File: config.mk
export PLATFORM = sky130hd
export DESIGN_NAME = eip_pin_irq
export DESIGN_NICKNAME = d
export VERILOG_FILES = /design/src/rtl/eip_pkg.sv /design/src/rtl/eip_qual_if.sv /design/src/rtl/eip_pin_irq.sv /design/src/rtl/eip_pin_qual.sv
export SDC_FILE = /design/constraint.sdc
export NUM_CORES = 1
export LEC_CHECK = 0
export ABC_AREA = 1
export BUFFER_PORTS_ARGS = -buffer_cell sky130_fd_sc_hd__buf_2
export CAP_MARGIN = 10
export CORE_UTILIZATION = 50
export CTS_CLUSTER_DIAMETER = 50
export DETAILED_ROUTE_END_ITERATION = 12
export PLACE_DENSITY = 0.77
export SLEW_MARGIN = 0
export SYNTH_ARGS = -nofsm -noshare
export SYNTH_HDL_FRONTEND = slang
export SYNTH_SLANG_ARGS = --single-unit
File: constraint.sdc
create_clock -name I_REF_CLK -period 1.1 [get_ports I_REF_CLK]
set_clock_uncertainty 0.15 [all_clocks]
set_input_delay 0 -clock I_REF_CLK [delete_from_list [all_inputs] [get_ports I_REF_CLK]]
set_output_delay 0 -clock I_REF_CLK [all_outputs]
set_load 0.02 [all_outputs]
File: src/rtl/eip_pkg.sv
// constants shared by the external interrupt pin block and its pin qualifier
// assumes an 8-bit register port with a 2-bit word address
package eip_pkg;

  // register port widths
  localparam int ADDR_W = 2;
  localparam int DATA_W = 8;

  // register word addresses
  localparam logic [ADDR_W-1:0] REG_CTRL       = 2'h0;
  localparam logic [ADDR_W-1:0] REG_EVT_STATUS = 2'h1;
  localparam logic [ADDR_W-1:0] REG_EVT_CLEAR  = 2'h2;
  localparam logic [ADDR_W-1:0] REG_EVT_ENABLE = 2'h3;

  // bit positions of the status and control register
  localparam int BIT_MODE = 0;
  localparam int BIT_IE   = 1;
  localparam int BIT_ACK  = 2;
  localparam int BIT_FLAG = 3;
  localparam int BIT_PE   = 4;
  localparam int BIT_POL  = 5;
  localparam int BIT_PDD  = 6;

  // bit positions of the event status, clear and enable registers
  localparam int EVT_PIN    = 0;
  localparam int EVT_MISSED = 1;

  // reset values
  localparam logic        RST_BIT  = 1'h0;
  localparam logic [7:0]  RST_BYTE = 8'h00;
  // synchroniser starts at the pulled-up idle level, so no false level follows reset
  localparam logic        RST_PIN_IDLE = 1'h1;

  // default synchroniser depth
  localparam int SYNC_STAGES_DEF = 2;

endpackage

File: src/rtl/eip_qual_if.sv
// carrier between the register core and the pin qualifier
// assumes both ends run on the same clock
`timescale 1ns/1ps
interface eip_qual_if;
  logic pin_en;
  logic polarity;
  logic level_mode;
  logic evt;
  logic edge_hit;
  logic lvl;

  // register core side
  modport ctrl (
    output pin_en, polarity, level_mode,
    input  evt, edge_hit, lvl
  );

  // qualifier side
  modport qual (
    input  pin_en, polarity, level_mode,
    output evt, edge_hit, lvl
  );
endinterface

File: src/rtl/eip_pin_irq.sv
// external interrupt pin block: status and control registers, request flag,
// event status with enables, pull device control and interrupt output
// assumes a single-cycle register port master and a pin of unknown timing
//
// Chosen here: the register addresses and strobed register access.
`timescale 1ns/1ps

// Overview of operation
// - pin events counted only while pin enabled
// - pull device on while pin enabled and pull disable clear
// - polarity selects falling/low or rising/high
// - rising polarity turns pull-up into pull-down
// - mode selects edge-only or edge-and-level
// - qualifying event sets read-only request flag
// - acknowledge one clears flag, reads zero
// - asserted level blocks acknowledge in level mode
// - interrupt raised while flag and enable set
module eip_pin_irq #(
  parameter int SYNC_STAGES = eip_pkg::SYNC_STAGES_DEF
) (
  // clock and reset
  input  wire logic                       I_REF_CLK,
  input  wire logic                       I_RST,
  // register port
  input  wire logic [eip_pkg::ADDR_W-1:0] I_ADDR,
  input  wire logic [eip_pkg::DATA_W-1:0] I_WDATA,
  input  wire logic                       I_WR,
  input  wire logic                       I_RD,
  output logic      [eip_pkg::DATA_W-1:0] O_RDATA,
  // interrupt pin and pull device
  input  wire logic                       I_PIN,
  output logic                            O_PULL_EN,
  output logic                            O_PULL_UP,
  // interrupt request to the processor
  output logic                            O_IRQ
);
  import eip_pkg::*;

  typedef struct packed {
    logic              pe;
    logic              pdd;
    logic              pol;
    logic              ie;
    logic              mode;
    logic              flag;
    logic              missed;
    logic              missed_en;
    logic              pull_en;
    logic              pull_up;
    logic              irq;
    logic [DATA_W-1:0] rdata;
  } eip_core_t;

  eip_core_t q;
  eip_core_t d;

  eip_qual_if qif ();

  logic wr_ctrl;
  logic wr_clear;
  logic wr_enable;
  logic ack_hit;
  logic clr_pin;
  logic clr_missed;

  if (DATA_W != 8) begin : g_bad_width
    $error("eip_pin_irq serves an 8-bit register port only");
  end

  function automatic logic reg_hit(input logic [ADDR_W-1:0] addr,
                                   input logic [ADDR_W-1:0] offset);
    reg_hit = (addr == offset);
  endfunction

  eip_pin_qual #(
    .SYNC_STAGES (SYNC_STAGES)
  ) u_qual (
    .i_clk (I_REF_CLK),
    .i_rst (I_RST),
    .i_pin (I_PIN),
    .qif   (qif.qual)
  );

  assign qif.pin_en     = q.pe;
  assign qif.polarity   = q.pol;
  assign qif.level_mode = q.mode;

  // write decode
  always_comb begin
    wr_ctrl    = I_WR && reg_hit(I_ADDR, REG_CTRL);
    wr_clear   = I_WR && reg_hit(I_ADDR, REG_EVT_CLEAR);
    wr_enable  = I_WR && reg_hit(I_ADDR, REG_EVT_ENABLE);
    ack_hit    = wr_ctrl && I_WDATA[BIT_ACK];
    clr_pin    = wr_clear && I_WDATA[EVT_PIN];
    clr_missed = wr_clear && I_WDATA[EVT_MISSED];
  end

  always_comb begin
    logic [DATA_W-1:0] rd_v;
    rd_v = RST_BYTE;
    d    = q;

    if (wr_ctrl) begin
      d.pdd  = I_WDATA[BIT_PDD];
      d.pol  = I_WDATA[BIT_POL];
      d.pe   = I_WDATA[BIT_PE];
      d.ie   = I_WDATA[BIT_IE];
      d.mode = I_WDATA[BIT_MODE];
    end
    // the pin event enable is the same bit as the flag interrupt enable
    if (wr_enable) begin
      d.ie        = I_WDATA[EVT_PIN];
      d.missed_en = I_WDATA[EVT_MISSED];
    end

    // set wins over clear; in level mode the event repeats while the pin stays asserted
    d.flag   = qif.evt | (q.flag & ~(ack_hit | clr_pin));
    // an edge that lands on a pending request cannot be counted twice
    d.missed = (qif.edge_hit & q.flag) | (q.missed & ~clr_missed);

    d.pull_en = d.pe & ~d.pdd;
    d.pull_up = ~d.pol;
    d.irq     = (d.flag & d.ie) | (d.missed & d.missed_en);

    if (I_RD) begin
      case (I_ADDR)
        REG_CTRL: begin
          rd_v[BIT_PDD]  = q.pdd;
          rd_v[BIT_POL]  = q.pol;
          rd_v[BIT_PE]   = q.pe;
          rd_v[BIT_FLAG] = q.flag;
          rd_v[BIT_ACK]  = RST_BIT;
          rd_v[BIT_IE]   = q.ie;
          rd_v[BIT_MODE] = q.mode;
        end
        REG_EVT_STATUS: begin
          rd_v[EVT_PIN]    = q.flag;
          rd_v[EVT_MISSED] = q.missed;
        end
        REG_EVT_ENABLE: begin
          rd_v[EVT_PIN]    = q.ie;
          rd_v[EVT_MISSED] = q.missed_en;
        end
        default: begin
          rd_v = RST_BYTE;
        end
      endcase
    end
    // read data stand for one cycle only, zero otherwise
    d.rdata = rd_v;
  end

  always_ff @(posedge I_REF_CLK or posedge I_RST) begin
    if (I_RST) begin
      q <= '0;
    end else begin
      q <= d;
    end
  end

  assign O_RDATA   = q.rdata;
  assign O_PULL_EN = q.pull_en;
  assign O_PULL_UP = q.pull_up;
  assign O_IRQ     = q.irq;

  pin_disabled_a: assert property (@(posedge I_REF_CLK) disable iff (I_RST)
    !q.pe |=> !qif.evt)
    else $error("event raised while the pin function was disabled");

  pull_enable_a: assert property (@(posedge I_REF_CLK) disable iff (I_RST)
    wr_ctrl |=> (O_PULL_EN == ($past(I_WDATA[BIT_PE]) && !$past(I_WDATA[BIT_PDD]))))
    else $error("pull device enable does not follow the written control");

  pull_stable_a: assert property (@(posedge I_REF_CLK) disable iff (I_RST)
    (!I_WR ##1 !I_WR) |-> $stable(O_PULL_EN))
    else $error("pull device enable changed without a register write");

  pull_down_a: assert property (@(posedge I_REF_CLK) disable iff (I_RST)
    (wr_ctrl && I_WDATA[BIT_POL]) |=> !O_PULL_UP)
    else $error("rising polarity kept the pull-up");

  pull_up_a: assert property (@(posedge I_REF_CLK) disable iff (I_RST)
    (wr_ctrl && !I_WDATA[BIT_POL]) |=> O_PULL_UP)
    else $error("falling polarity did not select the pull-up");

  flag_set_a: assert property (@(posedge I_REF_CLK) disable iff (I_RST)
    qif.evt |=> q.flag)
    else $error("request flag missed a qualified event");

  flag_hold_a: assert property (@(posedge I_REF_CLK) disable iff (I_RST)
    (q.flag && !ack_hit && !clr_pin) |=> q.flag)
    else $error("request flag dropped without an acknowledge");

  flag_no_cause_a: assert property (@(posedge I_REF_CLK) disable iff (I_RST)
    (!q.flag && !qif.evt) |=> !q.flag)
    else $error("request flag set without an event");

  ack_clear_a: assert property (@(posedge I_REF_CLK) disable iff (I_RST)
    (wr_ctrl && I_WDATA[BIT_ACK] && !qif.evt) |=> !q.flag)
    else $error("acknowledge write did not clear the request flag");

  ack_reads_zero_a: assert property (@(posedge I_REF_CLK) disable iff (I_RST)
    (I_RD && reg_hit(I_ADDR, REG_CTRL)) |=> !O_RDATA[BIT_ACK])
    else $error("acknowledge bit read back as one");

  flag_read_a: assert property (@(posedge I_REF_CLK) disable iff (I_RST)
    (I_RD && reg_hit(I_ADDR, REG_CTRL)) |=> (O_RDATA[BIT_FLAG] == $past(q.flag)))
    else $error("request flag read back wrong");

  level_block_a: assert property (@(posedge I_REF_CLK) disable iff (I_RST)
    ($past(q.pe && q.mode) && qif.lvl && q.flag) |=> q.flag)
    else $error("acknowledge cleared the flag while the pin stayed asserted");

  irq_raise_a: assert property (@(posedge I_REF_CLK) disable iff (I_RST)
    (qif.evt && q.ie && !wr_ctrl && !wr_enable) |=> O_IRQ)
    else $error("no interrupt for a pending request with the enable set");

  irq_quiet_a: assert property (@(posedge I_REF_CLK) disable iff (I_RST)
    (!q.ie && !q.missed_en && !I_WR) |=> !O_IRQ)
    else $error("interrupt raised with all enables clear");

  read_window_a: assert property (@(posedge I_REF_CLK) disable iff (I_RST)
    !I_RD |=> (O_RDATA == RST_BYTE))
    else $error("read data stood outside the read cycle");

  missed_set_a: assert property (@(posedge I_REF_CLK) disable iff (I_RST)
    (qif.edge_hit && q.flag) |=> q.missed)
    else $error("edge on a pending request did not set the missed event");

  missed_hold_a: assert property (@(posedge I_REF_CLK) disable iff (I_RST)
    (q.missed && !clr_missed) |=> q.missed)
    else $error("missed event dropped without a clear");

  missed_no_cause_a: assert property (@(posedge I_REF_CLK) disable iff (I_RST)
    (!q.missed && !(qif.edge_hit && q.flag)) |=> !q.missed)
    else $error("missed event set without an edge on a pending request");

  clear_pin_a: assert property (@(posedge I_REF_CLK) disable iff (I_RST)
    (clr_pin && !qif.evt) |=> !q.flag)
    else $error("event clear write did not clear the request flag");

  status_read_a: assert property (@(posedge I_REF_CLK) disable iff (I_RST)
    (I_RD && reg_hit(I_ADDR, REG_EVT_STATUS)) |=>
      ((O_RDATA[EVT_PIN] == $past(q.flag)) && (O_RDATA[EVT_MISSED] == $past(q.missed))))
    else $error("event status read back wrong");

  enable_read_a: assert property (@(posedge I_REF_CLK) disable iff (I_RST)
    (I_RD && reg_hit(I_ADDR, REG_EVT_ENABLE)) |=>
      ((O_RDATA[EVT_PIN] == $past(q.ie)) && (O_RDATA[EVT_MISSED] == $past(q.missed_en))))
    else $error("event enable read back wrong");

  clear_reads_zero_a: assert property (@(posedge I_REF_CLK) disable iff (I_RST)
    (I_RD && reg_hit(I_ADDR, REG_EVT_CLEAR)) |=> (O_RDATA == RST_BYTE))
    else $error("event clear register did not read zero");

  ctrl_write_a: assert property (@(posedge I_REF_CLK) disable iff (I_RST)
    wr_ctrl |=> ((q.pe == $past(I_WDATA[BIT_PE])) && (q.mode == $past(I_WDATA[BIT_MODE]))))
    else $error("control write did not land");

  pull_off_a: assert property (@(posedge I_REF_CLK) disable iff (I_RST)
    !q.pe |-> !O_PULL_EN)
    else $error("pull device on while the pin function was disabled");

  pull_dir_a: assert property (@(posedge I_REF_CLK) disable iff (I_RST)
    q.pol |-> !O_PULL_UP)
    else $error("pull-up kept with rising polarity");

  irq_flag_a: assert property (@(posedge I_REF_CLK) disable iff (I_RST)
    (q.flag && q.ie) |-> O_IRQ)
    else $error("pending enabled request without an interrupt");

  irq_missed_a: assert property (@(posedge I_REF_CLK) disable iff (I_RST)
    (q.missed && q.missed_en) |-> O_IRQ)
    else $error("enabled missed event without an interrupt");

endmodule

File: src/rtl/eip_pin_qual.sv
// pin synchroniser with edge and level qualification
// assumes the pin is asynchronous to the clock; settings come from the core
`timescale 1ns/1ps
module eip_pin_qual #(
  parameter int SYNC_STAGES = eip_pkg::SYNC_STAGES_DEF
) (
  // clock and reset
  input  wire logic i_clk,
  input  wire logic i_rst,
  // pin
  input  wire logic i_pin,
  // settings and events
  eip_qual_if.qual  qif
);
  import eip_pkg::*;

  typedef struct packed {
    logic [SYNC_STAGES-1:0] sync;
    logic                   prev;
    logic                   lvl;
    logic                   edge_hit;
    logic                   evt;
  } eip_qual_t;

  eip_qual_t q;
  eip_qual_t d;

  if (SYNC_STAGES < 2) begin : g_bad_depth
    $error("eip_pin_qual needs at least two synchroniser stages");
  end

  always_comb begin
    logic s;
    logic asserted;
    logic prev_as;
    s        = q.sync[SYNC_STAGES-1];
    asserted = qif.polarity ? s : ~s;
    // previous sample judged with today's polarity, so a polarity write makes no edge
    prev_as  = qif.polarity ? q.prev : ~q.prev;
    d          = q;
    d.sync     = {q.sync[SYNC_STAGES-2:0], i_pin};
    d.prev     = s;
    d.lvl      = asserted;
    d.edge_hit = qif.pin_en & asserted & ~prev_as;
    d.evt      = qif.pin_en & ((asserted & ~prev_as) | (qif.level_mode & asserted));
  end

  always_ff @(posedge i_clk or posedge i_rst) begin
    if (i_rst) begin
      q <= '{sync:     {SYNC_STAGES{RST_PIN_IDLE}},
             prev:     RST_PIN_IDLE,
             lvl:      RST_BIT,
             edge_hit: RST_BIT,
             evt:      RST_BIT};
    end else begin
      q <= d;
    end
  end

  assign qif.evt      = q.evt;
  assign qif.edge_hit = q.edge_hit;
  assign qif.lvl      = q.lvl;

  edge_only_a: assert property (@(posedge i_clk) disable iff (i_rst)
    (qif.evt && !$past(qif.level_mode)) |-> qif.edge_hit)
    else $error("edge-only mode raised an event without an edge");

  level_event_a: assert property (@(posedge i_clk) disable iff (i_rst)
    ($past(qif.pin_en && qif.level_mode) && qif.lvl) |-> qif.evt)
    else $error("asserted level in level mode gave no event");

  sync_delay_a: assert property (@(posedge i_clk) disable iff (i_rst)
    $rose(qif.evt) |-> ($past(i_pin, SYNC_STAGES + 1) == $past(qif.polarity)))
    else $error("event does not match the pin sample through the synchroniser");

  pol_level_a: assert property (@(posedge i_clk) disable iff (i_rst)
    qif.lvl |-> ($past(i_pin, SYNC_STAGES + 1) == $past(qif.polarity)))
    else $error("asserted level does not follow the polarity select");

endmodule

* After elaboration in Yosys (flattened, before gate mapping)
Index checks and enable logic that the tools add are counted.
** Storage, ports and cells
- Flip-flop bits (word level) :: 24
- Output and inout bits :: 11
- Word-level logic and storage cells :: 57
** Cells by class
- Equality and inequality tests :: 3
- Muxes and demuxes :: 8
- Bitwise gates (word level) :: 23
- Reductions and logical operators :: 7
** Operators by type and width (number)
- AND 1 bit :: 11
- 2-to-1 mux 5 bit :: 2
- 2-to-1 mux 7 bit :: 1
- inverter 1 bit :: 7
- logical AND 1 bit :: 6
- case mux 2 bit (3 select lines) :: 1
- OR 1 bit :: 5
- == test 2 bit (second input constant) :: 2
- 2-to-1 mux 1 bit :: 4
- == test 2 x 1 -> 1 bit (second input constant) :: 1
- logical NOT 2 bit :: 1

* Longest topological paths before layout
Gate-level depths: netlist (run 1).
- Depth after elaboration :: 9
- Depth in mapped cells :: 8
- Mapped depth without buffers :: 7

* Modules after synthesis
A second synthesis (run 1) with hierarchy kept.
** Unflattened totals
- Cells, all modules :: 106
- Area total of the unflattened synthesis :: 1012.2 µm²
** By module, submodules not included
- eip_pin_irq :: instances 1, cells each 85, area an instance 789.5 µm², sequential area each 425.4 µm²
- eip_pin_qual :: instances 1, cells each 21, area an instance 222.7 µm², sequential area each 153.9 µm²

* Worst setup path before layout (run 1)
OpenSTA, ideal clock, no wires.
- Kind :: reg-to-reg
- From :: reg u_qual.q (netlist bit u_qual.d[3])
- To :: reg u_qual.q (netlist bit u_qual.qif.evt)
- Arrival time :: 703 ps
- Data required time :: 821 ps
- Setup slack :: 118 ps
- Cell stages (with the launch flop) :: 4
- Path through :: dfstp_2 > a21oi_1 > o21ai_0 > a21oi_1
** RTL lines
- start, declared :: line eip_pin_qual.sv:25 : eip_qual_t q;
- start signal, assigned :: line eip_pin_qual.sv:50 : q <= '{sync: {SYNC_STAGES{RST_PIN_IDLE}},

==> results of run 1 <==
[state kept, by name, indices dropped and copies added (netlist names)]
name,cells
O_RDATA,6
qif.pin_en,1
O_PULL_UP,1
O_PULL_EN,1
u_qual.qif.evt,1
qif.level_mode,1
qif.polarity,1
O_IRQ,1
q,5
u_qual.q,1
u_qual.qif.edge_hit,1
u_qual.d,2
[logic make-up after synthesis]
kind of cell	after synthesis
flip-flops	22
AO/OA/AOI/OAI	9
XOR/XNOR	1
other	1
buffers and inverters	25
AND/OR/NAND/NOR	40
[final timing paths]
kind	from	end	slack, ns	depth (start not counted)
max in group asynchronous	I_RST	u_qual.d[5]$_DFF_PP1_	0.44	4
min in group asynchronous	I_RST	O_RDATA[5]$_DFF_PP0_	0.09	4
worst min-delay path	I_WR	q[15]$_DFF_PP0_	-0.10	3
worst min register to register	u_qual.d[5]$_DFF_PP1_	u_qual.d[3]$_DFF_PP1_	0.21	0
worst max-delay path	u_qual.d[3]$_DFF_PP1_	u_qual.qif.evt$_DFF_PP0_	0.06	3
worst max register to register	u_qual.d[3]$_DFF_PP1_	u_qual.qif.evt$_DFF_PP0_	0.06	3
[tightest hold or removal path, cell delays in order]
cell and delay (ns):
buf_2 0.15, nand4_1 0.11, nand2_1 0.07
[layout by cell type (no fill, tap or decap)]
cell / n
o21ai_1: 3
dlygate4sd3_1: 9
dfrtp_1: 19
xnor2_1: 1
nand4_1: 2
nand3_1: 12
buf_4: 1
nor2b_1: 1
bufinv_16: 1
inv_1: 14
dfstp_2: 3
a21oi_1: 4
nor2_8: 1
nand2_1: 15
nor2_1: 8
nand2_4: 1
buf_2: 21
conb_1: 2
a21oi_2: 1
o21ai_0: 1
clkbuf_4: 3
[through the flow]
| step | cells | power (mW) | instance area, um2 | setup slack [ns] |
|---|---|---|---|---|
| detailed placement | 135 | 1.33 | 1010 | 0.0590 |
| floorplan | 99 | 1.25 | 952 | 0.118 |
| global route | 148 | 2.04 | 1150 | 0.00678 |
| global placement | 135 | 1.32 | 1010 | 0.0879 |
| finish | 148 | 1.95 | 1150 | 0.0553 |
| CTS | 148 | 1.96 | 1150 | 0.0348 |
[routing by layer]
| layer | vias up | part of all wire, % | GRT usage (%) |
|---|---|---|---|
| met4 | 0 | 1.8 | 9.09 |
| met1 | 320 | 44 | 20.1 |
| li1 | 343 | - | - |
| met2 | 19 | 50 | 26.6 |
| met3 | 5 | 4.3 | 2.78 |
| met5 | - | 0 | 0 |
[layout make-up]
| cell class | count | area [um2] | share of cell area (%) |
|---|---|---|---|
| sequential | 22 | 554 | 48.0 |
| multi-input combinational | 52 | 262 | 22.6 |
| timing repair buffer | 31 | 203 | 17.6 |
| inverter | 14 | 52.6 | 4.55 |
| tap | 25 | 31.3 | 2.71 |
| clock inverter | 1 | 30.0 | 2.60 |
| clock buffer | 3 | 22.5 | 1.95 |
[power by group]
part	leakage, nW	total, mW	internal [mW]	switching (mW)
Combinational	0.346	0.366	0.139	0.227
Sequential	0.262	0.972	0.924	0.0471
Clock	0.0279	0.608	0.368	0.240
Total	0.636	1.95	1.43	0.514
[what timing repair did]
item                       4_1_cts  5_1_grt
gates resized for setup          0        1
setup endpoints to repair        0        1
hold endpoints to repair        40        7
buffers inserted                 0        0
==> impl_metrics.tcl, run 1 <==
set metrics [dict create \
    peakVddDrop_uv 1160 \
    hold_buffers 9 \
    yosys-top-cells-count "dfrtp_1, nand2_1, inv_1, nand3_1, buf_4" \
    synth.area.mux_share_pct 0 \
    slowest_stage "dfstp_2" \
    cts_htree_levels 1 \
    pin_count 26 \
    endpoint_kind "flip-flop" \
    netlist_area_um2 948 \
    powerDensity_nw_per_um2 1690 \
    dieArea_um2 2070 \
    finalCritPeriodShare_pct 95.0 \
    rsz0062_at_grt "false" \
    first_pass_iters 4 \
    hpwl_um 1080 \
    drv_slew 0 \
    critical_path_class "flip-flop to flip-flop" \
    fmax_ghz 0.957 \
    post-route-min-period_ns 1.04 \
    worstPathMaxFanout 3 \
    drtIter0Drc 7 \
    synth-xor-area-share_pct 0.923 \
    core-area_um2 1750 \
    avgSynthCellArea_um2 9.68 \
    nets 139 \
    worst-path-buf-inv 0 \
    cts_buffers 3 \
    clkTransAtPathRegs_ns 0.12 \
    cts.sinks 22 \
    synthArstFlopShare_pct 100 \
    clock_path_buffers 2 \
    ys_seq_area_share_pct 58.4 \
    drive_above_1_share_pct 26.0 \
    synth-simple-area-share_pct 20.7 \
    path_common_cell "a21oi_1" \
    fin_util_pct 66.2 \
    clk_latency_ns 0.30 \
    vias 687 \
    synth_area_leader_cell "dfrtp_1" \
    synth_warnings 0 \
    synth_area_leaders "dfrtp_1, dfstp_2, buf_4, nand3_1, nand2_1" \
    violations "hold timing" \
    dieWidth_um 45.6 \
    leakage_nw 0.636 \
    synth.most_common_cell "dfrtp_1" \
    path_cells "a21oi_1 > o21ai_1 > a21oi_1" \
    totalNegativeSetupSlack_ns 0 \
    status "complete, but fails checks" \
    viasPerCell 4.64 \
    tritoncts "yes" \
    track_usage_pct 16.2 \
    grt_max_degree 23 \
    area_growth_pct 21.8 \
    grt_overflow 0 \
    initial_core_util_pct 54.3 \
    die_y_um 45.6 \
    fp-row-count 15 \
    hold_path_class "input port to flip-flop" \
    place_congestion 0.756 \
    required_ns 1.15 \
    diodes 0 \
    io_buffers 21 \
    synth_top_family_by_area "simple AND/OR/NAND/NOR gates" \
    synth_top_area_share_pct 50.1 \
    drt_wl_total_um 1500 \
    route.detailed.drc 0 \
    synthAdderAreaFrac_pct 0 \
    startpoint_type "flip-flop" \
    ys_ff_latch 22 \
    synth_cell_type_count 19 \
    hold_viol_final 11 \
    yosys_most_used_dff "dfrtp_1" \
    grt_pass1_vias 579 \
    root_buffer "clkbuf_4" \
    grt_pass1_wl_um 2320 \
    netlist_instances 98 \
    antenna_found_initial 0 \
    hold_slack_ns -0.103 \
    finalSetupViolCount 0 \
    n_fill_cell 149 \
    max-cap-violations 0 \
    routedWlPerCell_um 10.2 \
    cpPeakStageDelay_ns 0.56 \
    postRouteAntennaNets 0 \
    synth-compound-area-share_pct 5.15 \
    synth_edf_count 0 \
    arrival_ns 1.09 \
    crit_family "flip-flops" \
]
No activity file was read; power rests on OpenSTA's default activity.
==> run 2: changes to the inputs <==
--- a/config.mk
+++ b/config.mk
@@ -8,10 +8,10 @@
 export ABC_AREA = 1
 export BUFFER_PORTS_ARGS = -buffer_cell sky130_fd_sc_hd__buf_2
 export CAP_MARGIN = 10
-export CORE_UTILIZATION = 50
+export CORE_UTILIZATION = 43
 export CTS_CLUSTER_DIAMETER = 50
 export DETAILED_ROUTE_END_ITERATION = 12
-export PLACE_DENSITY = 0.77
+export PLACE_DENSITY = 0.68
 export SLEW_MARGIN = 0
 export SYNTH_ARGS = -nofsm -noshare
 export SYNTH_HDL_FRONTEND = slang
==> constraint.sdc (replaced) <==
create_clock -name I_REF_CLK -period 1 [get_ports I_REF_CLK]
set_clock_uncertainty 0.15 [all_clocks]
set_input_delay 0 -clock I_REF_CLK [delete_from_list [all_inputs] [get_ports I_REF_CLK]]
set_output_delay 0 -clock I_REF_CLK [all_outputs]
set_load 0.02 [all_outputs]
==> run 2 against run 1 <==
Compared with the run above:
- the run ends with hold timing, setup timing left
- critical path depth up 1
- setup slack got worse by 0.10 ns
- non-clock buffer count is 4 higher
- count of clock-buffer cells in the layout up 1
- design area is 8.0% higher
- global-route usage is 0.41 points higher
- clock power shrank 23%
- largest cell class unchanged
==> impl_metrics.tcl, run 2 (synthesis results as in run 1) <==
set metrics [dict create \
    hold_path_class "input port to flip-flop" \
    route.detailed.drc 0 \
    routedWlPerCell_um 11.2 \
    grt_max_degree 23 \
    fp-row-count 16 \
    pin_count 26 \
    peakVddDrop_uv 1100 \
    multi_input_comb_area_um2 279 \
    cts_buffers 3 \
    grt_overflow 0 \
    hold_viol_final 11 \
    cts_htree_levels 1 \
    clock_path_buffers 2 \
    first_pass_iters 5 \
    setup_slack_ns -0.0494 \
    final_cell_mix "dfrtp_1, nand2_1, inv_1, nand3_1, buf_2" \
    nets 143 \
    antenna_found_initial 0 \
    grt_pass1_wl_um 2900 \
    hpwl_um 1130 \
    clk_latency_ns 0.30 \
    fmax_ghz 0.953 \
    cts.sinks 22 \
    n_fill_cell 178 \
    viasPerCell 4.56 \
    area_growth_pct 31.5 \
    diodes 0 \
    dp_slack_ns -0.0473 \
    vias 703 \
    drive_above_1_share_pct 32.3 \
    final_common_cell "dfrtp_1" \
    required_ns 1.08 \
    worst-path-buf-inv 1 \
    root_buffer "clkbuf_4" \
    worstHoldStart "I_WR" \
    r2r_start "qif.polarity$_DFF_PP0_" \
    io_buffers 21 \
    dieWidth_um 49.0 \
    reg2reg_slack_ns -0.05 \
    tritoncts "yes" \
    dieArea_um2 2400 \
    violations "hold timing, setup timing" \
    endpoint_kind "flip-flop" \
    post-route-min-period_ns 1.05 \
    largest_register_ffs 6 \
    regArea_um2 554 \
    finalSetupViolCount 2 \
    min_path_cells 3 \
    totalNegativeSetupSlack_ns -0.0846 \
    drtIter0Drc 7 \
    rr_endpoint "u_qual.qif.evt$_DFF_PP0_" \
    startpoint_type "flip-flop" \
    grt_pass1_vias 658 \
    ff2ff_path_depth 4 \
    status "complete, but fails checks" \
    place_congestion 0.801 \
    track_usage_pct 16.6 \
    die_y_um 49.0 \
    clkTransAtPathRegs_ns 0.11 \
    slowest_stage "dfrtp_1" \
    arrival_ns 1.13 \
    finalCritPeriodShare_pct 105 \
    postRouteAntennaNets 0 \
    critical_path_class "flip-flop to flip-flop" \
    crit_family "flip-flops" \
    cpPeakStageDelay_ns 0.43 \
    initial_core_util_pct 46.9 \
    hold_end "q[15]$_DFF_PP0_" \
    rsz0062_at_grt "true" \
    cp-startpoint "qif.polarity$_DFF_PP0_" \
    core-area_um2 2020 \
    powerDensity_nw_per_um2 1650 \
    worstPathMaxFanout 4 \
    leakage_nw 0.664 \
    hold_slack_ns -0.106 \
    max-cap-violations 0 \
    path_cells "inv_2 > a21oi_2 > o21ai_1 > a21oi_1" \
    drt_wl_total_um 1730 \
    drv_slew 0 \
]
## run 2: cell count changes in the layout (fill, tap and decap cells not counted), moves of 2 or more
| cell | before | now |
|---|---|---|
| buf_2 | 21 | 12 |
| buf_4 | 1 | 4 |
| buf_6 | 0 | 9 |
| inv_1 | 14 | 12 |
| inv_2 | 0 | 2 |
## run 2: cell type report
type,instances,area share [%]
Tap cell,27,2.71
Timing Repair Buffer,35,23.4
Multi-Input combinational cell,52,22.4
Inverter,14,4.21
Clock buffer,4,2.91
Sequential cell,22,44.4
## run 2: where the power goes
part           switching [mW]  leakage (nW)  internal [mW]  total (mW)
Clock                   0.245        0.0210          0.222       0.467
Combinational           0.264         0.380          0.233       0.497
Sequential             0.0761         0.262           1.02        1.09
Total                   0.585         0.664           1.47        2.06
## run 2: layer usage
metal  vias to the layer above  wire (um)  track usage (%)
met4                         0          0             4.41
li1                        352          -                -
met1                       335        720             19.0
met2                        16        940             29.4
met3                         0         69             5.61
met5                         -          0                0
## run 2: through the flow
| step | cell area [um2] | total power, mW | cells | utilization [%] |
|---|---|---|---|---|
| floorplan | 952 | 1.38 | 99 | - |
| global placement | 1020 | 1.45 | 138 | 50.6 |
| detailed placement | 1020 | 1.47 | 138 | 50.6 |
| CTS | 1180 | 2.02 | 152 | 58.4 |
| global route | 1250 | 2.18 | 154 | 61.7 |
| finish | 1250 | 2.06 | 154 | 61.7 |
## run 2: repair_timing
action,in CTS,in global routing
endpoints found under the hold margin,40,11
endpoints found under the setup margin,5,15
resized for setup,8,18
hold buffers,9,1
buffers inserted,1,1
## run 2: worst register-to-register path, delay by kind of cell (launching register included)
family,cells,cell delay [ns]
flip-flops,1,0.43
AO/OA/AOI/OAI,3,0.32
buffers and inverters,1,0.08
## run 2: how the worst max path moves through the flow
| stage | cells after the start | end | slack [ns] |
|---|---|---|---|
| finish | 4 | u_qual.qif.evt$_DFF_PP0_ | -0.05 |
| global route | 4 | u_qual.qif.evt$_DFF_PP0_ | -0.10 |
| CTS | 3 | u_qual.qif.evt$_DFF_PP0_ | -0.05 |
| detailed placement | 4 | u_qual.qif.evt$_DFF_PP0_ | -0.05 |
| global placement | 3 | u_qual.qif.evt$_DFF_PP0_ | 0.003 |
| floorplan | 3 | u_qual.qif.evt$_DFF_PP0_ | 0.02 |
